File: src/include/audio_rx_cfg_pkg.sv
package audio_rx_cfg_pkg;

	// register addresses sent before the data word
	localparam logic [7:0]  ADDR_SYSTEM  = 8'hE8;
	localparam logic [7:0]  ADDR_IO      = 8'hE9;
	localparam logic [7:0]  ADDR_EVENT   = 8'hEA;

	// serial word framing
	localparam int          ADDR_BITS    = 8;
	localparam int          WORD_BITS    = 16;
	localparam logic [4:0]  COUNT_FULL   = 5'h10;
	localparam logic [4:0]  COUNT_OVER   = 5'h11;

	// reset values and writable-bit masks
	localparam logic [15:0] SYSTEM_RESET = 16'h0000;
	localparam logic [15:0] IO_RESET     = 16'h0002;
	localparam logic [15:0] EVENT_RESET  = 16'h0000;
	localparam logic [15:0] SYSTEM_MASK  = 16'hFEFD;
	localparam logic [15:0] IO_MASK      = 16'h77FF;
	localparam logic [15:0] EVENT_MASK   = 16'hFF01;

	// system settings fields
	localparam int          SYS_RESET_BIT = 0;
	localparam int          LOW_POWER_LSB = 2;
	localparam int          PLL_STOP_BIT  = 4;
	localparam int          RATE_LSB      = 5;
	localparam int          HALVING_BIT   = 7;
	localparam int          OSC_RUN_BIT   = 9;
	localparam int          OSC_MODE_BIT  = 10;
	localparam int          SOURCE_BIT    = 11;
	localparam int          XTAL_LSB      = 12;
	localparam int          XTAL_LOOP_BIT = 15;

	// io data settings fields
	localparam int          SPARE_FN_BIT  = 0;
	localparam int          SPARE_LVL_BIT = 1;
	localparam int          LIMIT_BIT     = 2;
	localparam int          RANGE_BIT     = 3;
	localparam int          ALLOWED_LSB   = 4;
	localparam int          FORMAT_LSB    = 8;
	localparam int          UNLOCKED_BIT  = 12;
	localparam int          BYPASS_BIT    = 13;
	localparam int          MUTE_BIT      = 14;

	// event settings fields
	localparam int          HOLD_MODE_BIT = 0;
	localparam int          PIN_FN_BIT    = 8;
	localparam int          ENABLE_LSB    = 9;
	localparam int          EVENT_COUNT   = 7;

	// low power and locked rate codes
	localparam logic [1:0]  LP_OSC_ONLY   = 2'h1;
	localparam logic [1:0]  LP_OSC_DIV    = 2'h2;
	localparam logic [1:0]  RATE_512      = 2'h2;
	localparam logic [1:0]  RATE_512_HALF = 2'h3;

	// measured rate codes that name a target rate
	localparam logic [2:0]  MEAS_MIN      = 3'h1;
	localparam logic [2:0]  MEAS_MAX      = 3'h6;

	// accepted measured codes, bit n for code n+1; same in both ranges
	function automatic logic [5:0] rate_accept_mask(input logic [3:0] sel);
		case (sel)
			4'h1:    rate_accept_mask = 6'h01;
			4'h2:    rate_accept_mask = 6'h02;
			4'h3:    rate_accept_mask = 6'h04;
			4'h4:    rate_accept_mask = 6'h10;
			4'h5:    rate_accept_mask = 6'h20;
			4'h6:    rate_accept_mask = 6'h12;
			4'h7:    rate_accept_mask = 6'h24;
			4'h8:    rate_accept_mask = 6'h07;
			default: rate_accept_mask = 6'h3F;
		endcase
	endfunction

	// true when a rate change keeps the output clock running
	function automatic logic rate_seamless(input logic [1:0] a, input logic [1:0] b);
		rate_seamless = (a == b) ||
			((a == RATE_512 || a == RATE_512_HALF) && (b == RATE_512 || b == RATE_512_HALF));
	endfunction

endpackage

File: src/rtl/serial_word_capture.sv
`timescale 1ns/100ps
`default_nettype none

module serial_word_capture (
	input  wire logic        ref_clk,
	input  wire logic        sys_rst,
	input  wire logic        chipEnablePin,
	input  wire logic        serialShiftStrobe,
	input  wire logic        serialWriteLine,
	output logic             wordValid,
	output logic [7:0]       wordAddr,
	output logic [15:0]      wordData
);

	logic [2:0]  ceSync_reg;
	logic [2:0]  clSync_reg;
	logic [1:0]  diSync_reg;
	logic [7:0]  addrShift_reg;
	logic [15:0] dataShift_reg;
	logic [4:0]  bitCount_reg;
	logic        wordValid_reg;
	logic [7:0]  wordAddr_reg;
	logic [15:0] wordData_reg;
	logic        clRise;
	logic        ceRise;
	logic        ceFall;

	// two-flop synchronisers, third stage for edges
	always_ff @(posedge ref_clk) begin
		if (sys_rst) begin
			ceSync_reg <= 3'h0;
			clSync_reg <= 3'h0;
			diSync_reg <= 2'h0;
		end else begin
			ceSync_reg <= {ceSync_reg[1:0], chipEnablePin};
			clSync_reg <= {clSync_reg[1:0], serialShiftStrobe};
			diSync_reg <= {diSync_reg[0], serialWriteLine};
		end
	end

	assign clRise = clSync_reg[1] & ~clSync_reg[2];
	assign ceRise = ceSync_reg[1] & ~ceSync_reg[2];
	assign ceFall = ~ceSync_reg[1] & ceSync_reg[2];

	// bits taken on strobe rise, first bit ends in bit 0
	always_ff @(posedge ref_clk) begin
		if (sys_rst) begin
			addrShift_reg <= 8'h00;
			dataShift_reg <= 16'h0000;
			bitCount_reg  <= 5'h00;
			wordAddr_reg  <= 8'h00;
		end else if (ceRise) begin
			wordAddr_reg <= addrShift_reg;
			bitCount_reg <= 5'h00;
		end else if (clRise) begin
			if (ceSync_reg[1]) begin
				dataShift_reg <= {diSync_reg[1], dataShift_reg[15:1]};
				if (bitCount_reg != audio_rx_cfg_pkg::COUNT_OVER) begin
					bitCount_reg <= bitCount_reg + 5'h01;
				end
			end else begin
				addrShift_reg <= {diSync_reg[1], addrShift_reg[7:1]};
			end
		end
	end

	// word handed on only after exactly sixteen bits and enable low
	always_ff @(posedge ref_clk) begin
		if (sys_rst) begin
			wordValid_reg <= 1'b0;
			wordData_reg  <= 16'h0000;
		end else begin
			wordValid_reg <= ceFall && (bitCount_reg == audio_rx_cfg_pkg::COUNT_FULL);
			if (ceFall) begin
				wordData_reg <= dataShift_reg;
			end
		end
	end

	assign wordValid = wordValid_reg;
	assign wordAddr  = wordAddr_reg;
	assign wordData  = wordData_reg;

endmodule

`default_nettype wire

File: src/rtl/audio_receiver_write_config.sv
// What this block does
// - set reset bit resets data, rate-error and event logic only
// - low power code selects running blocks
// - pll stop bit stops the pll
// - locked rate field picks master clock
// - switching codes 10/11 keeps clock running
// - halving bit halves master clock output
// - oscillator run and auto-stop mode bits
// - clock source bit forces crystal source
// - crystal field declares crystal frequency
// - spare pin level or clock-switch signal
// - limit bit feeds rate into error flag
// - range bit picks low or high rates
// - low range allowed-rate codes
// - high range allowed-rate codes
// - format field selects serial output format
// - unlocked bit mutes or passes input
// - bypass passes input, mute silences pin
// - event pin held until read or pulsed
// - event pin shows emphasis or interrupt
// - seven enables admit interrupt sources
// - rate update only without lock error
// - sixteen data bits on strobe rise
`timescale 1ns/100ps
`default_nettype none

module audio_receiver_write_config (
	input  wire logic        ref_clk,
	input  wire logic        sys_rst,
	input  wire logic        chipEnablePin,
	input  wire logic        serialShiftStrobe,
	input  wire logic        serialWriteLine,
	input  wire logic        serialAudioInPin,
	input  wire logic        demodData,
	input  wire logic        pllLocked,
	input  wire logic        lockError,
	input  wire logic        nonPcm,
	input  wire logic        emphasis,
	input  wire logic        validity,
	input  wire logic [2:0]  rateCode,
	input  wire logic        chanStatUpdate,
	input  wire logic        subqLoad,
	input  wire logic        clockSwitchSignal,
	input  wire logic        statusRead,
	input  wire logic        fsTick,
	output logic             wholeChipReset,
	output logic             coreEnable,
	output logic             clockDividerEnable,
	output logic             oscAmpEnable,
	output logic             pllRun,
	output logic [1:0]       lockedClockRate,
	output logic             pllRelock,
	output logic             outputClockHalving,
	output logic             clockFromCrystal,
	output logic [3:0]       crystalFrequency,
	output logic             crystalLoopback,
	output logic             rateRangeHigh,
	output logic             rateErrorFlag,
	output logic             rateUpdateEvent,
	output logic [2:0]       outputFormat,
	output logic             serialAudioOutPin,
	output logic             spareOutputPin,
	output logic             eventPin
);

	logic        wordValid;
	logic [7:0]  wordAddr;
	logic [15:0] wordData;
	logic [15:0] sysCfg_reg;
	logic [15:0] ioCfg_reg;
	logic [15:0] evtCfg_reg;
	logic        pllRelock_reg;
	logic [1:0]  sdinSync_reg;
	logic [3:0]  prevLevels_reg;
	logic [2:0]  prevRate_reg;
	logic        primed_reg;
	logic        holdPend_reg;
	logic        pulsePend_reg;
	logic        eventPin_reg;
	logic        audioOut_reg;
	logic        spare_reg;
	logic        rateErr_reg;
	logic        chipReset;
	logic [1:0]  lowPower;
	logic [1:0]  newRate;
	logic [3:0]  curLevels;
	logic [3:0]  levelChange;
	logic        rateMoved;
	logic        rateUpdate;
	logic [6:0]  events;
	logic [6:0]  enables;
	logic        eventHit;
	logic        intSignal;
	logic [5:0]  acceptMask;
	logic        rateAccepted;
	logic        muteBit;
	logic        bypassBit;
	logic        unlockedBit;
	logic        holdMode;

	serial_word_capture capture (
		.ref_clk           (ref_clk),
		.sys_rst           (sys_rst),
		.chipEnablePin     (chipEnablePin),
		.serialShiftStrobe (serialShiftStrobe),
		.serialWriteLine   (serialWriteLine),
		.wordValid         (wordValid),
		.wordAddr          (wordAddr),
		.wordData          (wordData)
	);

	// register bank, unknown addresses ignored
	always_ff @(posedge ref_clk) begin
		if (sys_rst) begin
			sysCfg_reg <= audio_rx_cfg_pkg::SYSTEM_RESET;
			ioCfg_reg  <= audio_rx_cfg_pkg::IO_RESET;
			evtCfg_reg <= audio_rx_cfg_pkg::EVENT_RESET;
		end else if (wordValid) begin
			case (wordAddr)
				audio_rx_cfg_pkg::ADDR_SYSTEM: begin
					sysCfg_reg <= wordData & audio_rx_cfg_pkg::SYSTEM_MASK;
				end
				audio_rx_cfg_pkg::ADDR_IO: begin
					ioCfg_reg <= wordData & audio_rx_cfg_pkg::IO_MASK;
				end
				audio_rx_cfg_pkg::ADDR_EVENT: begin
					evtCfg_reg <= wordData & audio_rx_cfg_pkg::EVENT_MASK;
				end
				default: begin
				end
			endcase
		end
	end

	// reset bit resets data, rate-error and event logic; bank, capture, relock and spare pin untouched
	assign chipReset      = sys_rst | wholeChipReset;
	assign wholeChipReset = sysCfg_reg[audio_rx_cfg_pkg::SYS_RESET_BIT];

	// power and clock control
	assign lowPower = sysCfg_reg[audio_rx_cfg_pkg::LOW_POWER_LSB +: 2];
	assign coreEnable = (lowPower != audio_rx_cfg_pkg::LP_OSC_ONLY) &&
		(lowPower != audio_rx_cfg_pkg::LP_OSC_DIV);
	assign clockDividerEnable = coreEnable || (lowPower == audio_rx_cfg_pkg::LP_OSC_DIV);
	assign oscAmpEnable = ~sysCfg_reg[audio_rx_cfg_pkg::OSC_RUN_BIT] &
		(sysCfg_reg[audio_rx_cfg_pkg::OSC_MODE_BIT] | ~pllLocked | ~coreEnable);
	assign pllRun = ~sysCfg_reg[audio_rx_cfg_pkg::PLL_STOP_BIT] & coreEnable;
	assign lockedClockRate = sysCfg_reg[audio_rx_cfg_pkg::RATE_LSB +: 2];
	assign outputClockHalving = sysCfg_reg[audio_rx_cfg_pkg::HALVING_BIT];
	assign clockFromCrystal = sysCfg_reg[audio_rx_cfg_pkg::SOURCE_BIT] | ~pllLocked;
	assign crystalFrequency = sysCfg_reg[audio_rx_cfg_pkg::XTAL_LSB +: 4];
	assign crystalLoopback = sysCfg_reg[audio_rx_cfg_pkg::XTAL_LOOP_BIT];

	// relock request on a rate change that breaks clock continuity
	assign newRate = wordData[audio_rx_cfg_pkg::RATE_LSB +: 2];
	always_ff @(posedge ref_clk) begin
		if (sys_rst) begin
			pllRelock_reg <= 1'b0;
		end else begin
			pllRelock_reg <= wordValid && (wordAddr == audio_rx_cfg_pkg::ADDR_SYSTEM) &&
				!audio_rx_cfg_pkg::rate_seamless(lockedClockRate, newRate);
		end
	end
	assign pllRelock = pllRelock_reg;

	// io settings
	assign rateRangeHigh = ioCfg_reg[audio_rx_cfg_pkg::RANGE_BIT];
	assign outputFormat  = ioCfg_reg[audio_rx_cfg_pkg::FORMAT_LSB +: 3];
	assign muteBit       = ioCfg_reg[audio_rx_cfg_pkg::MUTE_BIT];
	assign bypassBit     = ioCfg_reg[audio_rx_cfg_pkg::BYPASS_BIT];
	assign unlockedBit   = ioCfg_reg[audio_rx_cfg_pkg::UNLOCKED_BIT];

	// allowed rates, same code table in both ranges
	assign acceptMask = audio_rx_cfg_pkg::rate_accept_mask(
		ioCfg_reg[audio_rx_cfg_pkg::ALLOWED_LSB +: 4]);
	assign rateAccepted = (rateCode >= audio_rx_cfg_pkg::MEAS_MIN) &&
		(rateCode <= audio_rx_cfg_pkg::MEAS_MAX) &&
		acceptMask[rateCode - audio_rx_cfg_pkg::MEAS_MIN];

	always_ff @(posedge ref_clk) begin
		if (chipReset) begin
			rateErr_reg <= 1'b1;
		end else begin
			rateErr_reg <= lockError |
				(ioCfg_reg[audio_rx_cfg_pkg::LIMIT_BIT] & ~rateAccepted);
		end
	end
	assign rateErrorFlag = rateErr_reg;

	// serial audio input pin synchroniser
	always_ff @(posedge ref_clk) begin
		if (sys_rst) begin
			sdinSync_reg <= 2'h0;
		end else begin
			sdinSync_reg <= {sdinSync_reg[0], serialAudioInPin};
		end
	end

	// data output selection, mute first
	always_ff @(posedge ref_clk) begin
		if (chipReset) begin
			audioOut_reg <= 1'b0;
		end else if (muteBit) begin
			audioOut_reg <= 1'b0;
		end else if (bypassBit) begin
			audioOut_reg <= sdinSync_reg[1];
		end else if (pllLocked) begin
			audioOut_reg <= demodData;
		end else begin
			audioOut_reg <= unlockedBit ? 1'b0 : sdinSync_reg[1];
		end
	end
	assign serialAudioOutPin = audioOut_reg;

	// spare pin
	always_ff @(posedge ref_clk) begin
		if (sys_rst) begin
			spare_reg <= 1'b1;
		end else if (ioCfg_reg[audio_rx_cfg_pkg::SPARE_FN_BIT]) begin
			spare_reg <= clockSwitchSignal;
		end else begin
			spare_reg <= ioCfg_reg[audio_rx_cfg_pkg::SPARE_LVL_BIT];
		end
	end
	assign spareOutputPin = spare_reg;

	// event sources
	assign curLevels = {validity, emphasis, nonPcm, lockError};
	always_ff @(posedge ref_clk) begin
		if (chipReset) begin
			prevLevels_reg <= 4'h0;
			prevRate_reg   <= 3'h0;
			primed_reg     <= 1'b0;
		end else begin
			prevLevels_reg <= curLevels;
			prevRate_reg   <= rateCode;
			primed_reg     <= 1'b1;
		end
	end

	assign levelChange = primed_reg ? (curLevels ^ prevLevels_reg) : 4'h0;
	assign rateMoved   = primed_reg && (rateCode != prevRate_reg);
	assign rateUpdate  = rateMoved & ~lockError & ~levelChange[0];
	assign rateUpdateEvent = rateUpdate;
	assign events  = {subqLoad, chanStatUpdate, rateUpdate, levelChange};
	assign enables = evtCfg_reg[audio_rx_cfg_pkg::ENABLE_LSB +: audio_rx_cfg_pkg::EVENT_COUNT];
	assign eventHit = |(events & enables);
	assign holdMode = evtCfg_reg[audio_rx_cfg_pkg::HOLD_MODE_BIT];

	// held until status read, new event wins over the read
	always_ff @(posedge ref_clk) begin
		if (chipReset) begin
			holdPend_reg <= 1'b0;
		end else begin
			holdPend_reg <= eventHit | (holdPend_reg & ~statusRead);
		end
	end

	// pulse ends on the next word tick
	always_ff @(posedge ref_clk) begin
		if (chipReset) begin
			pulsePend_reg <= 1'b0;
		end else begin
			pulsePend_reg <= eventHit | (pulsePend_reg & ~fsTick);
		end
	end

	assign intSignal = holdMode ? pulsePend_reg : holdPend_reg;

	always_ff @(posedge ref_clk) begin
		if (chipReset) begin
			eventPin_reg <= 1'b0;
		end else begin
			eventPin_reg <= evtCfg_reg[audio_rx_cfg_pkg::PIN_FN_BIT] ?
				intSignal : emphasis;
		end
	end
	assign eventPin = eventPin_reg;
endmodule

`default_nettype wire

File: config.mk
export PLATFORM = sky130hd
export DESIGN_NAME = audio_receiver_write_config
export DESIGN_NICKNAME = d
export VERILOG_FILES = /design/src/include/audio_rx_cfg_pkg.sv /design/src/rtl/serial_word_capture.sv /design/src/rtl/audio_receiver_write_config.sv
export SDC_FILE = /design/constraint.sdc
export NUM_CORES = 1
export LEC_CHECK = 0
export BUFFER_PORTS_ARGS = -buffer_cell sky130_fd_sc_hd__buf_2
export CORE_UTILIZATION = 45
export DETAILED_ROUTE_END_ITERATION = 8
export PLACE_DENSITY_LB_ADDON = 0.15
export SETUP_SLACK_MARGIN = 0.2
export SLEW_MARGIN = 20
export SYNTH_ARGS = -nofsm -noshare
export SYNTH_HDL_FRONTEND = slang
export SYNTH_SLANG_ARGS = --single-unit
File: constraint.sdc
create_clock -name ref_clk -period 2.84 [get_ports ref_clk]
set_input_delay 0.568 -clock ref_clk [delete_from_list [all_inputs] [get_ports ref_clk]]
set_output_delay 0.568 -clock ref_clk [all_outputs]
set_load 0.01 [all_outputs]
==> key figures, run 1 <==
Setup path
  • WP data required: 3.20 ns
  • CP Launch Type: flip-flop
  • Critical path class: flip-flop to flip-flop
  • Setup crit end: acceptMask[5]$_DFF_P_
  • Flop2flop setup slack: 0.52 ns
  • Origin of the worst setup path: capture.wordAddr[2]$_SDFFE_PP0P_
  • Endpoint type of the worst setup path: flip-flop
  • WP data arrival: 2.67 ns
  • Crit Reg-Reg Endpoint: acceptMask[5]$_DFF_P_
  • Worst reg-to-reg path cell count: 8
  • R2R Path Start: capture.wordAddr[2]$_SDFFE_PP0P_
  • Largest fanout on the critical path: 6

Floorplanning
  • Initial Util: 47.1%
  • Die area: 10800 sq um
  • Die Wd: 104 um
  • Core ar.: 9950 sq um
  • Die height: 104 um
  • I/O Pins: 44
  • # rows: 36

CTS
  • Clock slew at reported path FFs: 0.06 ns
  • CTS buffer count: 17
  • Root Driver: clkbuf_8
  • CTS tree: built
  • Clk buf depth: 2
  • Worst-skew pair later-pin latency: 0.51 ns
  • CTS H-tree lvls: 4
  • Clock sinks: 122

Placement
  • Pre-CTS setup slack: 0.405 ns
  • GPL Wtd Cong: 0.730
  • Port Buffers: 43
  • Post-DP Area: 4980 sq um
  • DP HPWL: 6160 um

Route
  • Routed via count divided by cell count: 4.86
  • Initial DRC Count: 156
  • Routed len/inst: 13.2 um
  • Residual DRC: 0
  • Remaining antenna violation count: 0
  • First-pass detailed-route iteration total: 4
  • Detailed Route WL: 9120 um
  • Via count: 3352

Cells and area
  • Final instance area: 5570 sq um
  • Share of layout cells above drive strength 1: 17.2%
  • Antenna diode count: 0
  • Fill cell count: 899
  • Nets: 574
  • P&R area growth vs syn: 18.8%

Synthesis
  • Post-synth top flop: dfxtp_1
  • EDFF count, synth: 0
  • Synth warn: 0
  • Top cells by area, synth: dfxtp_1 (52%), mux2i_1 (9.8%), nand2_1 (6.9%)
  • Mapped Cells: 503
  • Yosys top cell area share: 52.1%
  • Sequential share of the synthesized area: 52.1%
  • Mapped cell area: 4690 sq um
  • #FFs+latches synth: 122
  • Yosys cell types: 41
  • Syn avg cell area: 9.32 sq um
  • Leading area contributor after synthesis: dfxtp_1
  • Mapped Nets: 533
  • Async set-or-reset flop fraction in the synthesized netlist: 0%

Timing
  • Hold Fails Final Rpt: 0
  • RSZ-0062 raised after global routing: false
  • Worst slew pin tran: 0.811 ns
  • Max Clk Rate: 0.431 GHz
  • Setup violators final: 0
  • Clock skew: 0.0105 ns
  • Slew margin rel.: 45.9%
  • Tmin final: 2.32 ns
  • Fin crit share: 81.6%
  • Max-slew violation count: 0
  • Final worst-path setup slack: 0.522 ns
  • Total negative slack: 0 ns

Power
  • Total power: 3.82 mW
  • Pwr Density: 686 nW/um^2
  • Worst ir drop on vdd: 348 uV
  • Lkg Pwr: 2.11 nW

GRT
  • Overall Global Routing Usage: 18.1%
  • Vias in the first global route: 3272
  • Largest net degree at the start of global routing: 54
  • Initial antenna violation count: 0
  • GR Overflow Total: 0
  • First-pass GRT wire length: 15600 um

Min path
  • HP Class: input pin to flip-flop

Status
  • Outcome: complete, no violations

Job
  • Max-Cap Viols: 0
-- placed cells by master (no fill, tap or decap), types with 2 or more instances in the layout --
master	instances
a2111oi_0	2
a211o_1	2
a21oi_1	44
a22oi_1	6
a311oi_1	2
a31oi_1	2
and2_1	6
buf_2	42
buf_4	13
clkbuf_16	16
clkinv_2	2
clkinv_4	5
clkinvlp_4	2
dfxtp_1	122
ha_1	10
inv_1	12
inv_6	5
mux2_2	2
mux2i_1	46
nand2_1	86
nand2b_1	7
nand3b_1	3
nand4_1	3
nor2_1	58
nor2b_1	20
nor3_1	2
nor3b_1	2
o21ai_0	3
o311a_1	2
xnor2_1	4
xor2_1	11
-- kinds of logic after synthesis --
group           count (synthesis)  synth area share [%]
xor+xnor                       15                  2.80
compound gates                 69                  8.78
mux                            48                  10.3
simple gates                  193                  18.8
fa+ha+maj                      10                  2.67
flops                         122                  52.1
buf+inv                        46                  4.54
-- per-stage QoR --
stage	hold WS, ns	util, %	cells
5_1_grt	0.268	56.0	690
2_1_floorplan	0.405	-	503
4_1_cts	0.256	55.7	686
3_3_place_gp	0.418	50.1	654
6_report	0.272	56.0	690
3_5_place_dp	0.426	50.1	654
-- cell usage after synthesis (all sizes together), types with 3 or more instances --
master and instances:
xnor2 4, o21ai 4, nand2b 7, clkbuf 17, dfxtp 122, mux2i 46
nand3b 3, nand4 3, a21oi 44, nand2 86, a22oi 6, ha 10
nor2b 20, buf 16, inv 13, xor2 11, and2 6, nor2 58
-- critical path, stage by stage (launching register included) --
cell	delay (ns)
dfxtp_1	0.31
or3b_4	0.44
nor4b_4	0.27
buf_4	0.19
mux2_2	0.38
inv_1	0.13
ha_1	0.19
xnor2_1	0.15
a22oi_1	0.12
-- where the power goes --
group | total, mW | switching, mW | internal [mW]
Clock | 1.99 | 0.812 | 1.17
Sequential | 1.73 | 0.00639 | 1.73
Combinational | 0.102 | 0.0633 | 0.0385
-- final cells by class --
cell class | instances | area, sq um | area share [%]
sequential | 122 | 2440 | 43.8
multi-input combinational | 335 | 2050 | 36.8
clock buffer | 17 | 414 | 7.43
timing repair buffer | 55 | 308 | 5.53
tap | 133 | 166 | 2.99
clock inverter | 15 | 143 | 2.56
inverter | 13 | 48.8 | 0.876
-- routing by layer --
metal	track usage, %	part of all wire [%]	vias to the layer above
li1	-	-	1737
met1	23.7	50	1551
met2	28.4	46	51
met3	4.01	3.2	13
met4	7.96	1.5	0
met5	0	0	-
-- how the worst min path moves through the flow --
stage / to / cells after the start / start / slack [ns]
3_5_place_dp: capture.diSync_reg[1]$_SDFF_PP0_ / 1 / capture.diSync_reg[0]$_SDFF_PP0_ / 0.43
2_1_floorplan: serialAudioOutPin$_SDFF_PP0_ / 1 / ioCfg_reg[14]$_SDFFE_PP0P_ / 0.41
4_1_cts: capture.ceSync_reg[0]$_SDFF_PP0_ / 2 / chipEnablePin / 0.26
6_report: capture.ceSync_reg[0]$_SDFF_PP0_ / 2 / chipEnablePin / 0.27
3_3_place_gp: capture.clSync_reg[1]$_SDFF_PP0_ / 1 / capture.clSync_reg[0]$_SDFF_PP0_ / 0.42
5_1_grt: spareOutputPin$_SDFF_PP1_ / 2 / clockSwitchSignal / 0.27
-- timing repair --
action                     in CTS  in global routing
gates resized for setup         0                  0
hold buffers                    0                  0
setup endpoints to repair       0                  2
buffers inserted                0                  4
Power figures use the tool's default switching activity.
==> inputs of run 2 (changes only) <==
Clock period 2.84 ns to 2.3 ns, I/O delays scaled along.
==> run 2 against run 1 <==
Against the previous run:
- flip-flop and latch count is the same
- setup slack lost 0.34 ns
- first-iteration DRC count shrank 5.1%
- wire length grew 6.5%
- fmax is 9.2% higher
- total power increased by 29%
- combinational power grew 26%
- clock skew down 0.0041 ns
- sequential power rose by 24%
- cell count is 1.2% higher
- critical path depth stayed put
==> key figures, run 2 (synthesis results as in run 1) <==
Cells and area
  • Antenna diode count: 0 (unchanged)
  • Final cell count without fillers: 698 (+1.2%)
  • P&R area growth vs syn: 24.2%
  • Fill cell count: 868 (-3.4%)
  • Commonest non-fill, non-tap cell in the layout: dfxtp_1
  • Most frequent cells in the layout: dfxtp_1 (120), nand2_1 (86), nor2_1 (56), mux2i_1 (44), a21oi_1 (44)
  • Share of layout cells above drive strength 1: 21.1% (+3.8 points)
  • Nets: 583 (+1.6%)
  • Final instance area: 5820 sq um (+4.5%)

CTS
  • Root Driver: clkbuf_8
  • Clock slew at reported path FFs: 0.06 ns (about the same)
  • CTS H-tree lvls: 4 (unchanged)
  • Clk buf depth: 2 (unchanged)
  • Clock sinks: 122 (unchanged)
  • Worst-skew pair later-pin latency: 0.51 ns (about the same)
  • CTS buffer count: 17 (unchanged)
  • CTS tree: built
  • Number of buffers added to fix hold violations after cts: 0 (unchanged)

Timing
  • Final worst-path setup slack: 0.178 ns (-0.344 ns)
  • Max Clk Rate: 0.471 GHz (+9.2%)
  • Slew margin rel.: 53.4% (+7.5 points)
  • Max-slew violation count: 0 (unchanged)
  • Total negative slack: 0 ns (unchanged)
  • Clock skew: 0.00635 ns (-0.00413 ns)
  • Hold Fails Final Rpt: 0 (unchanged)
  • RSZ-0062 raised after global routing: true
  • Worst slew pin tran: 0.699 ns (-0.112 ns)
  • Fin crit share: 92.3% (+11 points)
  • Setup violators final: 0 (unchanged)
  • Tmin final: 2.12 ns (-0.196 ns)

Setup path
  • Worst-path cell chain: or3b_4 > nor4b_4 > buf_12 > mux2_4 > inv_4 > ha_4 > xnor2_2 > a22oi_1
  • CP max stage delay: 0.40 ns (-0.04 ns)
  • Origin of the worst setup path: capture.wordAddr[2]$_SDFFE_PP0P_
  • CP Launch Type: flip-flop
  • Critical path class: flip-flop to flip-flop
  • Slowest library cell on the worst path: or3b_4
  • WP data arrival: 2.52 ns (-0.15 ns)
  • R2R Path Start: capture.wordAddr[2]$_SDFFE_PP0P_
  • WP data required: 2.69 ns (-0.51 ns)
  • Largest fanout on the critical path: 4 (-2)
  • Endpoint type of the worst setup path: flip-flop

Job
  • Max-Cap Viols: 0 (unchanged)

Route
  • Initial DRC Count: 148 (-5.1%)
  • Detailed Route WL: 9710 um (+6.5%)
  • Remaining antenna violation count: 0 (unchanged)
  • Residual DRC: 0 (unchanged)
  • Routed len/inst: 13.9 um (+5.3%)
  • First-pass detailed-route iteration total: 4 (unchanged)
  • Routed via count divided by cell count: 4.95 (+1.9%)
  • Via count: 3454 (+3.0%)

Placement
  • Placed insts: 660 (+0.92%)
  • GPL Wtd Cong: 0.774 (+6.0%)
  • Pre-CTS setup slack: 0.0931 ns (-0.312 ns)
  • Post-DP Area: 5070 sq um (+1.7%)
  • DP HPWL: 6360 um (+3.3%)
  • Port Buffers: 43 (unchanged)

Min path
  • Hold Crit Start: chipEnablePin
  • HP Class: input pin to flip-flop

Floorplanning
  • Die area: 10800 sq um (unchanged)
  • Initial Util: 47.1% (unchanged)
  • Core ar.: 9950 sq um (unchanged)
  • I/O Pins: 44 (unchanged)
  • Die Wd: 104 um (unchanged)
  • # rows: 36 (unchanged)
  • Die height: 104 um (unchanged)

Power
  • Total power: 4.93 mW (+29%)
  • Worst ir drop on vdd: 534 uV (+53%)
  • Pwr Density: 847 nW/um^2 (+23%)
  • Lkg Pwr: 2.19 nW (+4.0%)

GRT
  • Initial antenna violation count: 0 (unchanged)
  • GR Overflow Total: 0 (unchanged)
  • First-pass GRT wire length: 16500 um (+6.0%)
  • Overall Global Routing Usage: 19.4% (+1.3 points)
  • Largest net degree at the start of global routing: 38 (-30%)
  • Vias in the first global route: 3414 (+4.3%)

Status
  • Outcome: complete, no violations
## run 2: report_power, final
part / total (mW) / switching (mW) / leakage, nW / internal, mW
clock network: 2.66 / 0.934 / 0.289 / 1.73
logic: 0.129 / 0.0804 / 0.917 / 0.0488
registers: 2.14 / 0.00818 / 0.989 / 2.13
## run 2: path summary, 6_finish.rpt
check                                      to  slack, ns  cells past startpoint
min reg2reg  capture.diSync_reg[1]$_SDFF_PP0_       0.44                      1
max                     acceptMask[5]$_DFF_P_       0.18                      8
min          capture.ceSync_reg[0]$_SDFF_PP0_       0.15                      2
max reg2reg             acceptMask[5]$_DFF_P_       0.18                      8
## run 2: cell type report
cell class / count / area [sq um] / area share, %
clock buffer: 20 / 455 / 7.82
clock inverter: 11 / 145 / 2.49
inverter: 13 / 51.3 / 0.881
multi-input combinational: 335 / 2140 / 36.8
sequential: 122 / 2440 / 42.0
tap: 133 / 166 / 2.86
timing repair buffer: 64 / 415 / 7.14
## run 2: what timing repair did
action | CTS | global route
setup buffers | 3 | 4
pin swaps | 2 | 8
endpoints found under the setup margin | 5 | 14
resized for setup | 5 | 16
## run 2: metrics by stage
step | util (%) | hold WS, ns
after global placement | 50.9 | 0.419
final | 58.5 | 0.154
after global routing | 58.5 | 0.133
after CTS | 57.5 | 0.132
after detailed placement | 50.9 | 0.423
after floorplan | - | 0.405
## run 2: per-layer routing
layer  GRT usage (%)  vias up  share of wire (%)
met5               0        -                  0
met4            7.45        0                1.6
met3            5.83       13                3.6
met2            31.8       54                 48
met1            23.8     1627                 47
li1                -     1760                  -
## run 2: critical path: cells and delay by family (launching register included)
family,cells,cell delay [ns]
AO/OA/AOI/OAI,1,0.11
XOR/XNOR,1,0.13
adder cells (fa/ha/maj),1,0.14
buffers and inverters,2,0.24
flip-flops,1,0.32
multiplexers,1,0.34
AND/OR/NAND/NOR,2,0.73
